File: src/hdl/modem_status_defs.vh
`ifndef MODEM_STATUS_DEFS_VH
`define MODEM_STATUS_DEFS_VH

// register offsets
`define ADDR_RX_BUFFER    8'h00
`define ADDR_RELAY_B      8'h04
`define ADDR_PARITY_CTL   8'h06
`define ADDR_RELAY_A      8'h07
`define ADDR_CALL_MODE    8'h09
`define ADDR_RX_ERROR     8'h0A
`define ADDR_TRAIN_DET    8'h0D
`define ADDR_PARITY_SEL   8'h11
`define ADDR_TONE_DET     8'h1B
`define ADDR_IRQ_CFG      8'h1F
`define ADDR_MODE_EXTRA   8'h20
`define ADDR_RX_EXTRA     8'h21

// field positions
`define BIT_RELAY_TWO     7
`define BIT_PARITY_EN     3
`define BIT_RELAY_ONE     1
`define BIT_TONE_SUPP     7
`define BIT_ORIGINATE     4
`define BIT_TRAIN_OK      7
`define BIT_PARITY_ERR    5
`define BIT_OVERRUN       3
`define BIT_SEG_TWO       7
`define BIT_SEG_NOISE     6
`define PSEL_HI           6
`define PSEL_LO           5
`define BIT_ON_TIME       5
`define BIT_IRQ_ACTIVE    7
`define BIT_IRQ_ENABLE    4
`define BIT_STATUS_NEW    3
`define BIT_CFG_REQ       0
`define BIT_TX_NINTH      0
`define BIT_RX_NINTH      1
`define BIT_ASYNC_MODE    2
`define BIT_FRAMING_ERR   0

// parity methods
`define PAR_STUFF         2'h0
`define PAR_SPACE         2'h1
`define PAR_EVEN          2'h2
`define PAR_ODD           2'h3

// reset values
`define RST_BYTE          8'h00
`define RST_PSEL          2'h0

`endif

File: src/hdl/parity_calc.v
`timescale 1ns/10ps
`default_nettype none
`include "modem_status_defs.vh"

module parity_calc (
  input  wire [1:0] method,     // parity method code
  input  wire [7:0] data,       // character
  input  wire       ninth_in,   // stuffed ninth data bit
  output reg        parity_bit  // parity bit for this character
);

  always @* begin
    case (method)
      `PAR_STUFF: parity_bit = ninth_in;
      `PAR_SPACE: parity_bit = 1'b0;
      `PAR_EVEN:  parity_bit = ^data;
      default:    parity_bit = ~^data;
    endcase
  end

endmodule

`default_nettype wire

File: src/hdl/config_apply.v
`timescale 1ns/10ps
`default_nettype none
`include "modem_status_defs.vh"

module config_apply (
  input  wire clk,              // clock
  input  wire rst,              // async reset, high
  input  wire apply_req,        // pending configuration request
  input  wire originate_sel,    // originate bit as written
  input  wire tone_suppress,    // answer tone suppress bit
  input  wire auto_mode,        // automatic mode selection active
  input  wire handshake_start,  // handshake begins, pulse
  input  wire handshake_end,    // handshake over, pulse
  output reg  originate_q,      // originate mode in effect
  output reg  apply_done_q,     // configuration taken, pulse
  output reg  answer_tone_q     // answer tone being sent
);

  // new mode only takes effect through the request, which is applied even mid-call
  always @(posedge clk or posedge rst) begin
    if (rst) begin
      originate_q  <= 1'b0;
      apply_done_q <= 1'b0;
    end else begin
      apply_done_q <= apply_req & ~apply_done_q;
      if (apply_req & ~apply_done_q) begin
        originate_q <= originate_sel;
      end
    end
  end

  always @(posedge clk or posedge rst) begin
    if (rst) begin
      answer_tone_q <= 1'b0;
    end else if (handshake_start) begin
      // suppression ignored under automatic mode
      answer_tone_q <= ~originate_q & (~tone_suppress | auto_mode);
    end else if (handshake_end) begin
      answer_tone_q <= 1'b0;
    end
  end

endmodule

`default_nettype wire

File: src/hdl/modem_host_status_control_bits.v
// What this block does
// - enabled new status raises interrupt and active flag
// - suppress bit omits answer tone in answer mode
// - suppression ignored in automatic mode
// - overrun set when unread byte overwritten
// - overrun in async and HDLC, host clears
// - originate bit one originate, zero answer
// - DTMF receiver sets on-time flag when met
// - on-time flag cleared on digit or off-time fail
// - second segment flag follows its detection
// - parity method field picks stuff/space/even/odd
// - parity error on bad parity or CRC
// - voice first low byte sets framing and parity
// - parity enable generates and checks async parity
// - noise segment flag follows its detection
// - training success set at noise segment end
// - off-hook relay output low while bit one
// - relay_n_a relay output low while bit one
// - writing zero to new status clears active flag
// - device clears config request once applied
`timescale 1ns/10ps
`default_nettype none
`include "modem_status_defs.vh"

module modem_host_status_control_bits (
  input  wire       clk,                   // 25 MHz clock
  input  wire       rst,                   // async reset, high
  input  wire [7:0] reg_addr,              // register address
  input  wire [7:0] reg_wdata,             // write data
  input  wire       reg_wr,                // write strobe
  input  wire       reg_rd,                // read strobe
  output reg  [7:0] reg_rdata,             // read data, cycle after
  input  wire       status_event,          // engine posts new status
  input  wire       rx_load,               // engine loads a byte
  input  wire [7:0] rx_data,               // received byte
  input  wire       rx_ninth_in,           // received parity/ninth bit
  input  wire       rx_framing_err,        // byte had framing error
  input  wire       hdlc_mode,             // synchronous HDLC active
  input  wire       voice_mode,            // voice receive active
  input  wire       crc_bad,               // bad CRC seen, pulse
  input  wire       voice_first_low,       // first low voice byte
  input  wire       dtmf_receiver,         // configured as DTMF rx
  input  wire       tone_on_time_met,      // on-time met, pulse
  input  wire       tone_digit_detected,   // digit detected, pulse
  input  wire       tone_off_time_fail,    // off-time failed, pulse
  input  wire       second_segment_detect, // second segment seen
  input  wire       noise_segment_detect,  // noise segment seen
  input  wire       training_start,        // new training begins
  input  wire       training_success,      // trained at segment end
  input  wire       handshake_start,       // handshake begins
  input  wire       handshake_end,         // handshake over
  input  wire       auto_mode,             // automatic mode selection
  input  wire [7:0] tx_char,               // character to send
  output reg        tx_parity_bit,         // parity bit for tx_char
  output reg        tx_parity_on,          // parity appended
  output wire       irq,                   // interrupt request, high
  output wire       originate_active,      // originate mode in effect
  output wire       answer_tone_send,      // send answer tone
  output wire       config_applied,        // config taken, pulse
  output reg        async_active,          // async mode in effect
  output wire       off_hook_relay_n,      // off-hook relay, low on
  output wire       relay_n_a              // relay_n_a relay, low on
);

  ////////////////////////////////////////////////////////////////////
  // host access decode

  wire wr_rx_error = reg_wr & (reg_addr == `ADDR_RX_ERROR);
  wire wr_irq_cfg  = reg_wr & (reg_addr == `ADDR_IRQ_CFG);
  wire rd_rx_buf   = reg_rd & (reg_addr == `ADDR_RX_BUFFER);

  ////////////////////////////////////////////////////////////////////
  // control registers

  reg       relay_two_activate_q;
  reg       relay_one_activate_q;
  reg       parity_enable_bit_q;
  reg       answer_tone_suppress_q;
  reg       originate_select_q;
  reg [1:0] parity_method_select_q;
  reg       status_irq_enable_q;
  reg       transmit_ninth_bit_q;
  reg       async_mode_select_q;

  always @(posedge clk or posedge rst) begin
    if (rst) begin
      relay_two_activate_q   <= 1'b0;
      relay_one_activate_q   <= 1'b0;
      parity_enable_bit_q    <= 1'b0;
      answer_tone_suppress_q <= 1'b0;
      originate_select_q     <= 1'b0;
      parity_method_select_q <= `RST_PSEL;
      status_irq_enable_q    <= 1'b0;
      transmit_ninth_bit_q   <= 1'b0;
      async_mode_select_q    <= 1'b0;
    end else if (reg_wr) begin
      if (reg_addr == `ADDR_RELAY_B) begin
        relay_two_activate_q <= reg_wdata[`BIT_RELAY_TWO];
      end else if (reg_addr == `ADDR_PARITY_CTL) begin
        parity_enable_bit_q <= reg_wdata[`BIT_PARITY_EN];
      end else if (reg_addr == `ADDR_RELAY_A) begin
        relay_one_activate_q <= reg_wdata[`BIT_RELAY_ONE];
      end else if (reg_addr == `ADDR_CALL_MODE) begin
        answer_tone_suppress_q <= reg_wdata[`BIT_TONE_SUPP];
        originate_select_q     <= reg_wdata[`BIT_ORIGINATE];
      end else if (reg_addr == `ADDR_PARITY_SEL) begin
        parity_method_select_q <= reg_wdata[`PSEL_HI:`PSEL_LO];
      end else if (reg_addr == `ADDR_IRQ_CFG) begin
        status_irq_enable_q <= reg_wdata[`BIT_IRQ_ENABLE];
      end else if (reg_addr == `ADDR_MODE_EXTRA) begin
        transmit_ninth_bit_q <= reg_wdata[`BIT_TX_NINTH];
        // parity enable must already be right here
        async_mode_select_q  <= reg_wdata[`BIT_ASYNC_MODE];
      end
    end
  end

  ////////////////////////////////////////////////////////////////////
  // relay drivers, registered and active low

  reg off_hook_n_q;
  reg relay_n_a_n_q;

  always @(posedge clk or posedge rst) begin
    if (rst) begin
      off_hook_n_q <= 1'b1;
      relay_n_a_n_q     <= 1'b1;
    end else begin
      off_hook_n_q <= ~relay_one_activate_q;
      relay_n_a_n_q     <= ~relay_two_activate_q;
    end
  end

  assign off_hook_relay_n = off_hook_n_q;
  assign relay_n_a        = relay_n_a_n_q;

  ////////////////////////////////////////////////////////////////////
  // configuration request and mode apply

  reg  config_apply_request_q;
  wire apply_done;

  always @(posedge clk or posedge rst) begin
    if (rst) begin
      config_apply_request_q <= 1'b0;
    end else if (wr_irq_cfg & reg_wdata[`BIT_CFG_REQ]) begin
      // host set wins over a completion in the same cycle
      config_apply_request_q <= 1'b1;
    end else if (apply_done) begin
      config_apply_request_q <= 1'b0;
    end
  end

  config_apply u_apply (
    .clk             (clk),
    .rst             (rst),
    .apply_req       (config_apply_request_q),
    .originate_sel   (originate_select_q),
    .tone_suppress   (answer_tone_suppress_q),
    .auto_mode       (auto_mode),
    .handshake_start (handshake_start),
    .handshake_end   (handshake_end),
    .originate_q     (originate_active),
    .apply_done_q    (apply_done),
    .answer_tone_q   (answer_tone_send)
  );

  assign config_applied = apply_done;

  ////////////////////////////////////////////////////////////////////
  // new status and interrupt

  reg  status_changed_q;
  reg  status_irq_active_q;
  wire host_clr_status = wr_irq_cfg & ~reg_wdata[`BIT_STATUS_NEW];

  always @(posedge clk or posedge rst) begin
    if (rst) begin
      status_changed_q    <= 1'b0;
      status_irq_active_q <= 1'b0;
    end else begin
      // host can only clear; a write of one is not accepted
      if (status_event) begin
        status_changed_q <= 1'b1;
      end else if (host_clr_status) begin
        status_changed_q <= 1'b0;
      end
      if (status_event & status_irq_enable_q) begin
        status_irq_active_q <= 1'b1;
      end else if (host_clr_status) begin
        status_irq_active_q <= 1'b0;
      end
    end
  end

  assign irq = status_irq_active_q;

  ////////////////////////////////////////////////////////////////////
  // parity generate and check

  wire rx_expect;
  wire tx_gen;
  wire par_live = async_mode_select_q & parity_enable_bit_q;

  parity_calc u_rx_par (
    .method     (parity_method_select_q),
    .data       (rx_data),
    .ninth_in   (rx_ninth_in),
    .parity_bit (rx_expect)
  );

  parity_calc u_tx_par (
    .method     (parity_method_select_q),
    .data       (tx_char),
    .ninth_in   (transmit_ninth_bit_q),
    .parity_bit (tx_gen)
  );

  always @(posedge clk or posedge rst) begin
    if (rst) begin
      tx_parity_bit <= 1'b0;
      tx_parity_on  <= 1'b0;
      async_active  <= 1'b0;
    end else begin
      tx_parity_bit <= tx_gen;
      tx_parity_on  <= par_live;
      async_active  <= async_mode_select_q;
    end
  end

  // stuff method echoes the ninth bit, so it never mismatches
  wire rx_bad_par = par_live & (rx_ninth_in != rx_expect);

  ////////////////////////////////////////////////////////////////////
  // receive buffer, overrun, parity and framing status

  reg [7:0] receive_byte_buffer_q;
  reg       receive_ninth_bit_q;
  reg       rx_full_q;
  reg       overrun_q;
  reg       parity_crc_error_q;
  reg       framing_error_flag_q;

  wire framed_mode = async_mode_select_q | hdlc_mode;
  // a read in the same cycle as the load counts as in time
  wire overrun_hit = rx_load & rx_full_q & ~rd_rx_buf & framed_mode;

  always @(posedge clk or posedge rst) begin
    if (rst) begin
      receive_byte_buffer_q <= `RST_BYTE;
      receive_ninth_bit_q   <= 1'b0;
      rx_full_q             <= 1'b0;
      overrun_q             <= 1'b0;
    end else begin
      if (rx_load) begin
        receive_byte_buffer_q <= rx_data;
        receive_ninth_bit_q   <= rx_ninth_in;
        rx_full_q             <= 1'b1;
      end else if (rd_rx_buf) begin
        rx_full_q <= 1'b0;
      end
      if (overrun_hit) begin
        overrun_q <= 1'b1;
      end else if (wr_rx_error & ~reg_wdata[`BIT_OVERRUN]) begin
        overrun_q <= 1'b0;
      end
    end
  end

  always @(posedge clk or posedge rst) begin
    if (rst) begin
      parity_crc_error_q   <= 1'b0;
      framing_error_flag_q <= 1'b0;
    end else if (voice_mode & voice_first_low) begin
      parity_crc_error_q   <= 1'b1;
      framing_error_flag_q <= 1'b1;
    end else if (hdlc_mode & crc_bad) begin
      parity_crc_error_q <= 1'b1;
    end else if (rx_load & async_mode_select_q) begin
      parity_crc_error_q   <= rx_bad_par;
      framing_error_flag_q <= rx_framing_err;
    end
  end

  ////////////////////////////////////////////////////////////////////
  // training and tone status

  reg second_segment_detect_q;
  reg noise_segment_detect_q;
  reg training_success_q;
  reg tone_on_time_met_q;

  always @(posedge clk or posedge rst) begin
    if (rst) begin
      second_segment_detect_q <= 1'b0;
      noise_segment_detect_q  <= 1'b0;
      training_success_q      <= 1'b0;
      tone_on_time_met_q      <= 1'b0;
    end else begin
      second_segment_detect_q <= second_segment_detect;
      noise_segment_detect_q  <= noise_segment_detect;
      if (training_success) begin
        training_success_q <= 1'b1;
      end else if (training_start) begin
        training_success_q <= 1'b0;
      end
      if (dtmf_receiver & tone_on_time_met) begin
        tone_on_time_met_q <= 1'b1;
      end else if (tone_digit_detected | tone_off_time_fail) begin
        tone_on_time_met_q <= 1'b0;
      end
    end
  end

  ////////////////////////////////////////////////////////////////////
  // read mux; unmapped addresses and spare bits read zero

  reg [7:0] rd_mux;

  always @* begin
    rd_mux = 8'h00;
    if (reg_addr == `ADDR_RX_BUFFER) begin
      rd_mux = receive_byte_buffer_q;
    end else if (reg_addr == `ADDR_RELAY_B) begin
      rd_mux[`BIT_RELAY_TWO] = relay_two_activate_q;
    end else if (reg_addr == `ADDR_PARITY_CTL) begin
      rd_mux[`BIT_PARITY_EN] = parity_enable_bit_q;
    end else if (reg_addr == `ADDR_RELAY_A) begin
      rd_mux[`BIT_RELAY_ONE] = relay_one_activate_q;
    end else if (reg_addr == `ADDR_CALL_MODE) begin
      rd_mux[`BIT_TONE_SUPP] = answer_tone_suppress_q;
      rd_mux[`BIT_ORIGINATE] = originate_select_q;
    end else if (reg_addr == `ADDR_RX_ERROR) begin
      rd_mux[`BIT_TRAIN_OK]   = training_success_q;
      rd_mux[`BIT_PARITY_ERR] = parity_crc_error_q;
      rd_mux[`BIT_OVERRUN]    = overrun_q;
    end else if (reg_addr == `ADDR_TRAIN_DET) begin
      rd_mux[`BIT_SEG_TWO]   = second_segment_detect_q;
      rd_mux[`BIT_SEG_NOISE] = noise_segment_detect_q;
    end else if (reg_addr == `ADDR_PARITY_SEL) begin
      rd_mux[`PSEL_HI:`PSEL_LO] = parity_method_select_q;
    end else if (reg_addr == `ADDR_TONE_DET) begin
      rd_mux[`BIT_ON_TIME] = tone_on_time_met_q;
    end else if (reg_addr == `ADDR_IRQ_CFG) begin
      rd_mux[`BIT_IRQ_ACTIVE] = status_irq_active_q;
      rd_mux[`BIT_IRQ_ENABLE] = status_irq_enable_q;
      rd_mux[`BIT_STATUS_NEW] = status_changed_q;
      rd_mux[`BIT_CFG_REQ]    = config_apply_request_q;
    end else if (reg_addr == `ADDR_MODE_EXTRA) begin
      rd_mux[`BIT_TX_NINTH]   = transmit_ninth_bit_q;
      rd_mux[`BIT_RX_NINTH]   = receive_ninth_bit_q;
      rd_mux[`BIT_ASYNC_MODE] = async_mode_select_q;
    end else if (reg_addr == `ADDR_RX_EXTRA) begin
      rd_mux[`BIT_FRAMING_ERR] = framing_error_flag_q;
    end
  end

  always @(posedge clk or posedge rst) begin
    if (rst) begin
      reg_rdata <= 8'h00;
    end else if (reg_rd) begin
      reg_rdata <= rd_mux;
    end else begin
      reg_rdata <= 8'h00;
    end
  end

endmodule

`default_nettype wire

File: config.mk
export PLATFORM = sky130hd
export DESIGN_NAME = modem_host_status_control_bits
export DESIGN_NICKNAME = d
export VERILOG_FILES = /design/src/hdl/parity_calc.v /design/src/hdl/config_apply.v /design/src/hdl/modem_host_status_control_bits.v
export VERILOG_INCLUDE_DIRS = /design/src /design/src/hdl
export SDC_FILE = /design/constraint.sdc
export NUM_CORES = 1
export LEC_CHECK = 0
export BUFFER_PORTS_ARGS = -buffer_cell sky130_fd_sc_hd__buf_2
export CORE_AREA = 2 2 95 97
export CTS_CLUSTER_DIAMETER = 30
export CTS_CLUSTER_SIZE = 40
export DETAILED_ROUTE_END_ITERATION = 10
export DIE_AREA = 0 0 97 99
export PLACE_DENSITY = 0.54
export SLEW_MARGIN = 30
export SYNTH_ARGS = -nofsm -noshare
export SYNTH_HDL_FRONTEND = slang
export SYNTH_HIERARCHICAL = 1
export SYNTH_SLANG_ARGS = --single-unit
File: constraint.sdc
create_clock -name clk -period 3.8 [get_ports clk]
set_input_delay 0.76 -clock clk [delete_from_list [all_inputs] [get_ports clk]]
set_output_delay 0.76 -clock clk [all_outputs]
set_load 0.1 [all_outputs]
# After elaboration in Yosys (flattened, before gate mapping)
# Cells that the tools add are included.
dict set report word_totals {
  regBits 46
  input_bits 55
  out_inout_bits 17
  word_cells 169
}
dict set report op_classes {
  eq_ne 15
  mux 65
  n_bitwise 34
  reduce_logical 24
}
# cell count
set ops {}
lappend ops {{$mux W6} 8}
lappend ops {{$mux W1} 41}
lappend ops {{$eq A8 B3 Y1 const B} 3}
lappend ops {{$eq A8 B4 Y1 const B} 3}
lappend ops {{$eq A8 B5 Y1 const B} 3}
lappend ops {{$and A1 B1 Y1} 18}
lappend ops {{$reduce_bool A2 Y1} 9}
lappend ops {{$eq A8 B6 Y1 const B} 2}
lappend ops {{$mux W8} 2}
lappend ops {{$reduce_xnor A8 Y1} 2}
lappend ops {{$reduce_xor A8 Y1} 2}
lappend ops {{$not A1 Y1} 13}
lappend ops {{$mux W2} 5}
lappend ops {{$mux W5} 2}
lappend ops {{$logic_not A8 Y1} 1}
lappend ops {{$mux W4} 2}
lappend ops {{$reduce_and A8 Y1} 1}
lappend ops {{$mux W7} 1}
lappend ops {{$reduce_and A7 Y1} 1}
lappend ops {{$mux W3} 2}
lappend ops {{$pmux W1 S3} 2}
lappend ops {{$reduce_and A6 Y1} 1}
lappend ops {{$reduce_and A5 Y1} 1}
lappend ops {{$reduce_and A2 Y1} 2}
lappend ops {{9 further kinds} 11}

# Logic depth before layout (Yosys ltp)
# Gate-level depths: netlist of the first run.
dict set report depth {
  depth_word 20
  depth_mapped 7
  mapped_depth_nobuf 7
}

# Cells and area by module
# Netlist of the first run, hierarchy kept.
# mod instances cells_each area_per_inst_um2
set modules_own_cells {}
lappend modules_own_cells {modem_host_status_control_bits 1 176 2015.7}
lappend modules_own_cells {parity_calc 2 9 102.6}
lappend modules_own_cells {config_apply 1 10 132.6}

# Least setup slack after synthesis of the first run
# No wires, ideal clock.
dict set report synth_path {
  path_kind {input port to flip-flop}
  start {in reg_addr[7]}
  end {reg parity_enable_bit_q}
  setup_ps 125
  arrival_time_ps 2056
  required_time_ps 3675
  setup_slack_ps 1619
  cell_stages 4
  n_path_buf 0
  cell_sequence {nor4_1 -> nand4b_1 -> and2b_1 -> mux2_2}
}
dict set report synth_via {
  elab_chain_cells 3
  word_cells_on_any_way 4
}
# item line_no
set synth_lines {}
lappend synth_lines {{start, declared} modem_host_status_control_bits.v:28} ;# input wire [7:0] reg_addr,
lappend synth_lines {{$eq A8 B3 Y1 (no line)} -}
lappend synth_lines {{$not A1 Y1 (no line)} -}
lappend synth_lines {{$reduce_and A3 Y1 (no line) (*)} -}
lappend synth_lines {{end signal, assigned} modem_host_status_control_bits.v:100} ;# parity_enable_bit_q <= reg_wdata[`BIT_PARITY_EN];
lappend synth_lines {{end, declared} modem_host_status_control_bits.v:77} ;# reg parity_enable_bit_q;
# Every way passes the cells marked *; elsewhere a longest branch is shown, timed or not.
# A chain may end at the register's enable or synchronous reset.

# Worst setup path after layout of the first run
dict set report layout_path {
  start {in reg_addr[7]}
  end {reg parity_method_select_q[0]}
}
dict set report layout_via {
  elab_chain_cells 3
  word_cells_on_any_way 10
}
# item line_no
set layout_lines {}
lappend layout_lines {{$eq A8 B4 Y1 (no line) or $eq A8 B3 Y1 (tied branches)} -}
lappend layout_lines {{$not A1 Y1 (no line)} -}
lappend layout_lines {{$reduce_and A6 Y1 (no line) (*)} -}
lappend layout_lines {{end signal, assigned} modem_host_status_control_bits.v:92} ;# parity_method_select_q <= `RST_PSEL;
lappend layout_lines {{end signal, assigned} modem_host_status_control_bits.v:107} ;# parity_method_select_q <= reg_wdata[`PSEL_HI:`PSEL_LO];
lappend layout_lines {{end, declared} modem_host_status_control_bits.v:80} ;# reg [1:0] parity_method_select_q;
# Marks and branches as above.

==> run summary, run 1 <==
Status = completed
Worst-skew pair later-pin latency = 300 ps
Number of global-route vias before repair = 1910
CP Class = input port to flip-flop
First-pass GRT wire length = 10100 um
Top Family by Delay on Critical Path = simple AND/OR/NAND/NOR gates
Final Util = 34.2%
Post-cts sizing count = 0
Yosys warns = 6
Detailed Route Iter0 Violations = 112
Layout area overhead = 24.2%
Global placement routability congestion = 0.857
Synth unique cells = 53
TritonCTS clock tree = built
Final wirelength = 5970 um
CP Launch Type = input port
Placed wire-length estimate = 4590 um
Final worst setup slack = 1640 ps
GRT Total Usage = 13.1%
CP arrival = 2350 ps
CORE AREA = 8550 um2
Critical Path Max Stage Delay = 580 ps
Post-synthesis cell area = 2350 um2
Compound-Gate Fraction of Synth Area = 11.8%
Largest net degree at the start of global routing = 44
Largest family of logic cells by synthesized area = simple AND/OR/NAND/NOR gates
1st-pass router iterations = 4
TritonCTS Buffers = 5
Routed len/inst = 15.5 um
Slew headroom = 63.4%
Die Wd = 97 um
Peak Freq = 0.463 GHz
Top_reg_cell synth = dfrtp_1
CP Buf/Inv Count = 1
Pwr dens = 375 nW/um2
Async SR Flop Fraction = 100%
Max Slew Vio Count = 0
Post-synthesis mux area share = 10.6%
Port bufs = 71
Vias/cell = 4.78
Commonest cells after routing, fill and taps aside = buf_2 (71), dfrtp_1 (44), mux2_2 (19)
Placed Instances = 376
Worst hold path type = input port to async pin
Crit path max fanout = 5
CP Data Required Time = 3990 ps
Initial Util = 27.5%
Die Ht = 99 um
Crit-path slowest cell = or4b_4
Setup-failing EPs final = 0
Dpl ws = 1270 ps
Final hold violation count = 0
DR vias = 1836
Core Rows = 34
CP Capture Type = flip-flop
Max Cap Viol = 0
Share of layout cells above drive strength 1 = 41.7%
Die ar. = 9600 um2
Largest regs = receive_byte_buffer_q x8, reg_rdata x8, parity_method_select_q x2
ANT cells = 0
Overflow after GRT = 0
Final Cycle Share = 56.9%
Hold buffers post-CTS = 0
Worst-path cell chain = buf_2, or4b_4, nor4_1, mux2_2
Post-synthesis adder-cell area fraction = 0%
Initial antenna violation count = 0
Post-Layout Cell Count = 384
Clk buf depth = 2
Clock Pin Slew Worst Setup and Hold Paths = 90 ps
Root Driver = clkbuf_8
Number of synthesized flops with an enable pin = 0
Sequential fraction of the synthesis area = 49.0%
Total Nets Final = 330
Fin Setup TNS = 0 ps
Syn Inst Count = 204
Mean post-synth cell area = 11.5 um2
Slew at the pin closest to its max-slew limit = 549 ps
Leak pwr = 1.36 nW
Syn Nets = 259
Routed Antenna Nets = 0
Clock sinks = 46
RSZ-0062 raised after global routing = no
Skew final = 6.44 ps
#FFs+latches synth = 46
Xor/xnor share of the synthesized area = 8.03%
Final Critical Period = 2160 ps
Drt drc = 0
Commonest non-fill, non-tap cell in the layout = buf_2
VDD IR max = 0.000155 V
I/O Pins = 72
Post CTS Setup Buffer Count = 0
H-tree lvl count = 2
Post-Synth Simple-Gate Area = 17.4%
through the flow:
step                      hold slack, ps  cell area, um2  power (mW)
final                                323            2920        1.10
after global routing                 330            2920        1.15
after detailed placement             401            2820       0.777
after CTS                            319            2920        1.11
after floorplan                      369            2350       0.704
after global placement               391            2820       0.775
final cells by class:
class | count | area [um2]
clock buffer | 7 | 96.3
clock inverter | 1 | 8.76
fill | 894 | 5630
inverter | 9 | 33.8
multi-input combinational | 140 | 1130
sequential | 46 | 1150
tap | 108 | 135
timing repair buffer | 73 | 370
power by group:
group          switching, mW  leakage [nW]  internal (mW)
clock                  0.166        0.0544          0.167
combinational          0.141         0.728         0.0848
sequential            0.0222         0.573          0.517
total                  0.329          1.36          0.769
synthesized netlist by cell type, drive strengths merged (3+ instances only):
cell	instances	area, um2
nand2b	3	18.8
inv	9	33.8
nand4	6	37.5
nor4	6	43.8
nor2b	6	45.0
xor2	3	26.3
a21o	3	22.5
o21ai	5	25.0
mux2	20	229
a22o	7	61.3
nor3	4	42.5
xnor2	10	118
dfrtp	44	1100
clkbuf	3	11.3
nand2	17	63.8
buf	6	28.8
a21oi	7	35.0
or4	3	26.3
nor2	6	22.5
cell families after synthesis:
logic type / Yosys count
AO/OA/AOI/OAI: 38
multiplexers: 22
XOR/XNOR: 15
buffers and inverters: 18
AND/OR/NAND/NOR: 65
flip-flops: 46
metal layers:
layer / track usage (%) / wire, um
met1: 18.2 / 2720
met2: 21.1 / 2820
met3: 3.26 / 383
met4: 2.60 / 46
met5: 0 / 0
final timing paths:
path	start	endpoint	slack, ps	cells past startpoint
max	reg_addr[7]	parity_method_select_q[0]	1640	4
min	rst	u_apply/answer_tone_q	320	2
max reg2reg	parity_method_select_q[0]	parity_crc_error_q	2080	7
min reg2reg	relay_two_activate_q	relay_n_a	410	1
max in group asynchronous	rst	off_hook_relay_n	2830	3
min in group clk	relay_two_activate_q	relay_n_a	410	1
Power figures use the tool's default switching activity.
==> inputs of run 2 (changes only) <==
ABC_AREA = 1   (was not set)
CORE_AREA = 2 2 99 101   (was 2 2 95 97)
DIE_AREA = 0 0 101 103   (was 0 0 97 99)
PLACE_DENSITY = 0.53   (was 0.54)
clock period = 2.2 ns   (was 3.8 ns; I/O delays follow)
==> run 2 against run 1 <==
Die area is 8.3% higher. Non-clock buffer count stayed put. Power is 67% higher. First-iteration DRC count is 12% lower. Highest routed layer unchanged. Critical endpoint is now relay_n_a. Sequential power is 71% higher. Core utilization is 1.0 points lower. Wire length is 10% higher. Cell area is 7.2% higher. Critical path type is now flip-flop to primary output.
==> run summary, run 2 <==
Status = completed
Mean post-synth cell area = 6.71 um2
FF-to-FF setup slack = 990 ps
Overflow after GRT = 0
Peak Freq = 0.592 GHz
Routed len/inst = 11.5 um
Hold path startpoint = noise_segment_detect
Die Ht = 103 um
CP arrival = 1250 ps
Initial antenna violation count = 0
Share of layout cells above drive strength 1 = 21.7%
R2r endpoint = parity_crc_error_q
Fin Setup TNS = 0 ps
ANT cells = 0
Most frequent cell after synthesis = nand2_1
VDD IR max = 0.000264 V
Placed cell areas = 3030 um2
Hold depth = 1
Final wirelength = 6590 um
Max Slew Vio Count = 0
Clock sinks = 46
Synth area leaders = dfrtp_1 (43%), nand2_1 (26%), inv_1 (7.6%)
CP Class = flip-flop to primary output
Syn Inst Count = 378
TritonCTS clock tree = built
H-tree lvl count = 2
GR met3 Demand/Resource = 2.85%
Global placement routability congestion = 0.863
Sequential fraction of the synthesis area = 45.5%
R2R Path Start = parity_method_select_q[0]
Max Cap Viol = 0
Crit-path slowest cell = dfstp_2
TritonCTS Buffers = 5
Clock Pin Slew Worst Setup and Hold Paths = 100 ps
Detailed Route Iter0 Violations = 99
Synth unique cells = 26
Die Wd = 101 um
I/O Pins = 72
Largest net degree at the start of global routing = 44
Top_reg_cell synth = dfrtp_1
Port bufs = 71
Vias/cell = 4.29
Top Family by Delay on Critical Path = flip-flops
Drt drc = 0
Post CTS Setup Buffer Count = 0
Commonest cells after routing, fill and taps aside = nand2_1 (177), buf_2 (71), inv_1 (51)
Number of synthesized flops with an enable pin = 0
Placed wire-length estimate = 5330 um
Commonest non-fill, non-tap cell in the layout = nand2_1
Routed Antenna Nets = 0
DR vias = 2448
Number of global-route vias before repair = 2347
Die ar. = 10400 um2
Final Critical Period = 1690 ps
Global route hottest layer = met2
Filler cell count = 1050
Crit path max fanout = 1
Async SR Flop Fraction = 100%
Worst-path cell chain = buf_2
Synth top area share = 43.4%
R2r worst-path depth = 6
M1 GR Usage = 16.5%
CORE AREA = 9460 um2
Largest regs = receive_byte_buffer_q x8, reg_rdata x8, parity_method_select_q x2
Hold Path Sink = noise_segment_detect_q
Layout area overhead = 23.7%
Critical Path Max Stage Delay = 530 ps
Initial Util = 26.8%
1st-pass router iterations = 4
Pwr dens = 585 nW/um2
Yosys warns = 6
Skew final = 10.9 ps
Synth area leader = dfrtp_1
Slew at the pin closest to its max-slew limit = 547 ps
Syn Nets = 433
Core Rows = 36
Post-synthesis cell area = 2530 um2
First-pass GRT wire length = 10800 um
CP Capture Type = primary output
Final hold violation count = 0
Root Driver = clkbuf_8
Clk buf depth = 2
Slew headroom = 63.5%
CP Data Required Time = 1760 ps
GRT Total Usage = 13.3%
RSZ-0062 raised after global routing = no
Worst hold path type = input port to flip-flop
Worst-skew pair later-pin latency = 310 ps
CP Launch Type = flip-flop
CP Buf/Inv Count = 1
Total Nets Final = 511
#FFs+latches synth = 46
Leak pwr = 1.85 nW
GR Layer Usage met2 = 23.4%
Final Cycle Share = 76.7%
Design Area, Final = 3140 um2
Setup-failing EPs final = 0
Commonest cells in the netlist = nand2_1 (177), inv_1 (51), dfrtp_1 (44)
==> run 2: cell types whose count changed in the layout (fill, tap and decap cells not counted), sizes merged, moves of 5 or more <==
cell and delta:
xnor2 -10, a22o -7, o21ai +14, nor2b -6, nand3 +20, nor2 +24, nand2 +166, nor4 -6
inv +51, mux2 -19, nand4 -5
==> run 2: worst max-delay path by stage <==
stage                     slack [ps]        startpoint                     end  cells after the start
after floorplan                  760               rst  answer_tone_suppress_q                      1
after global placement           540       reg_addr[1]     async_mode_select_q                      6
after detailed placement         530       reg_addr[7]     async_mode_select_q                      6
after CTS                        490  off_hook_relay_n        off_hook_relay_n                      1
after global routing             470  off_hook_relay_n        off_hook_relay_n                      1
final                            510         relay_n_a               relay_n_a                      1
==> run 2: stage by stage <==
stage	power (mW)	hold slack [ps]	cells	utilization (%)	worst slack (ps)
after global placement	1.30	318	562	32.1	538
after floorplan	1.18	194	378	-	761
after CTS	1.86	222	571	33.1	494
after detailed placement	1.30	326	562	32.1	531
final	1.84	235	571	33.1	512
after global routing	1.93	224	571	33.1	474
==> run 2: cell type report <==
cell class	instances	area (um2)	share of cell area [%]
Multi-Input combinational cell	272	1150	36.8
Sequential cell	46	1150	36.8
Timing Repair Buffer	73	373	11.9
Inverter	58	218	6.94
Tap cell	114	143	4.55
Clock buffer	5	68.8	2.19
Clock inverter	3	25.0	0.798
==> run 2: where the power goes <==
part | internal (mW) | switching, mW | total (mW)
Sequential | 0.890 | 0.0311 | 0.921
Combinational | 0.105 | 0.260 | 0.365
Clock | 0.230 | 0.320 | 0.550
==> run 2: layer usage <==
metal	part of all wire, %	routed length, um
met1	47	3070
met2	48	3170
met3	3.8	251
met4	1.5	100
met5	0	0
==> run 2: what timing repair did <==
item | 4_1_cts | 5_1_grt
setup endpoints to repair | 0 | 0
hold buffers | 1 | 0
hold endpoints to repair | 3 | 0
resized for setup | 0 | 0
==> run 2: cells by family after synthesis <==
group           after synthesis  share of synthesized area (%)
simple gates                240                           38.3
flops                        46                           45.5
buf+inv                      60                           8.93
xor+xnor                      1                          0.346
compound gates               30                           6.37
mux                           1                          0.592
==> inputs of run 3 (changes only) <==
clock period = 1.7 ns   (was 2.2 ns; I/O delays follow)
==> run 3 against run 2 <==
Power is 36% higher. Global-route usage up 0.13 points. Critical path type unchanged. Non-clock buffer count rose by 3. Clock power up 51%. Largest power group unchanged. Critical endpoint is now off_hook_relay_n. Hold slack worse by 110 ps. Worst setup slack lost 390 ps. Clock skew shrank 2.4 ps.
==> run summary, run 3 (synthesized netlist as in run 2, its figures left out) <==
Status = completed
Setup-failing EPs final = 0
Clock Pin Slew Worst Setup and Hold Paths = 90 ps
Hold Path Sink = noise_segment_detect_q
Post CTS Setup Buffer Count = 0
Initial Util = 26.8%
RSZ-0062 raised after global routing = no
CORE AREA = 9460 um2
Layout area overhead = 25.2%
Largest net degree at the start of global routing = 30
Register area = 1150 um2
Share of layout cells above drive strength 1 = 22.2%
I/O Pins = 72
Final Cycle Share = 93.0%
H-tree lvl count = 2
Overflow after GRT = 0
Post-cts sizing count = 0
CP arrival = 1240 ps
Root Driver = clkbuf_8
Core Rows = 36
Pwr dens = 787 nW/um2
Commonest cells after routing, fill and taps aside = nand2_1 (177), buf_2 (71), inv_1 (51)
Commonest non-fill, non-tap cell in the layout = nand2_1
Filler cell count = 1043
First-pass GRT wire length = 10800 um
CP Capture Type = primary output
CP Launch Type = flip-flop
Worst-path cell chain = buf_2
Crit path max fanout = 1
Die Wd = 101 um
FF-to-FF setup slack = 480 ps
Max Cap Viol = 0
ANT cells = 0
Die Ht = 103 um
Initial antenna violation count = 0
CP Data Required Time = 1360 ps
CP Class = flip-flop to primary output
Hold depth = 1
Fin Setup TNS = 0 ps
Crit path launch = off_hook_relay_n
Total Nets Final = 514
Leak pwr = 1.88 nW
Max Slew Vio Count = 0
Die ar. = 10400 um2
Skew final = 8.52 ps
Largest regs = receive_byte_buffer_q x8, reg_rdata x8, parity_method_select_q x2
Slew at the pin closest to its max-slew limit = 500 ps
Global placement routability congestion = 0.818
R2r endpoint = parity_crc_error_q
Routed Antenna Nets = 0
Port bufs = 71
R2R Path Start = parity_method_select_q[0]
R2r worst-path depth = 6
Worst-skew pair later-pin latency = 310 ps
Worst hold path type = input port to flip-flop
Final wirelength = 6740 um
Slew headroom = 66.9%
Clk buf depth = 2
Placed cell areas = 3050 um2
Peak Freq = 0.632 GHz
VDD IR max = 0.000341 V
TritonCTS Buffers = 5
Routed len/inst = 11.7 um
TritonCTS clock tree = built
Detailed Route Iter0 Violations = 80
Top Family by Delay on Critical Path = flip-flops
Drt drc = 0
Final Critical Period = 1580 ps
GRT Total Usage = 13.5%
Vias/cell = 4.37
Final hold violation count = 0
DR vias = 2506
1st-pass router iterations = 7
Placed wire-length estimate = 5480 um
Hold path startpoint = noise_segment_detect
CP Buf/Inv Count = 1
Crit-path slowest cell = dfstp_2
Number of global-route vias before repair = 2298
Clock sinks = 46
Multi-input gate area = 1150 um2
Design Area, Final = 3170 um2
Critical Path Max Stage Delay = 520 ps
==> run 3: through the flow <==
step	util, %	hold WS (ps)	std cells	setup slack [ps]	power [mW]
detailed placement	32.3	228	565	106	1.69
global placement	32.3	220	565	130	1.69
floorplan	-	93.6	378	302	1.53
global route	33.5	128	574	79.1	2.62
CTS	33.5	126	574	111	2.52
finish	33.5	129	574	118	2.50
==> run 3: repair_timing <==
action,CTS,global route
hold endpoints to repair,3,0
hold buffers,1,0
endpoints found under the setup margin,0,0
==> run 3: how the worst max path moves through the flow <==
stage	cells after the start	to	slack [ps]
after CTS	1	off_hook_relay_n	110
after detailed placement	6	async_mode_select_q	110
after global placement	9	relay_two_activate_q	130
final	1	off_hook_relay_n	120
after global routing	1	off_hook_relay_n	80
after floorplan	4	reg_rdata[7]	300
==> run 3: final cells by class <==
cell class / instances / share of cell area (%)
multi-input combinational: 272 / 36.4
sequential: 46 / 36.4
timing repair buffer: 76 / 12.5
inverter: 58 / 6.86
tap: 114 / 4.50
clock buffer: 5 / 2.17
clock inverter: 3 / 1.26
==> run 3: power by group <==
group / leakage [nW] / switching, mW / internal [mW]
clock: 0.0579 / 0.396 / 0.433
sequential: 0.558 / 0.0392 / 1.15
combinational: 1.26 / 0.338 / 0.138
total: 1.88 / 0.773 / 1.72
==> run 3: per-layer routing <==
| layer | part of all wire [%] | vias to the layer above | GRT usage, % |
|---|---|---|---|
| li1 | - | 1307 | - |
| met1 | 46 | 1142 | 17.0 |
| met2 | 48 | 49 | 23.2 |
| met3 | 4.2 | 8 | 3.05 |
| met4 | 1.5 | 0 | 3.85 |
| met5 | 0 | - | 0 |
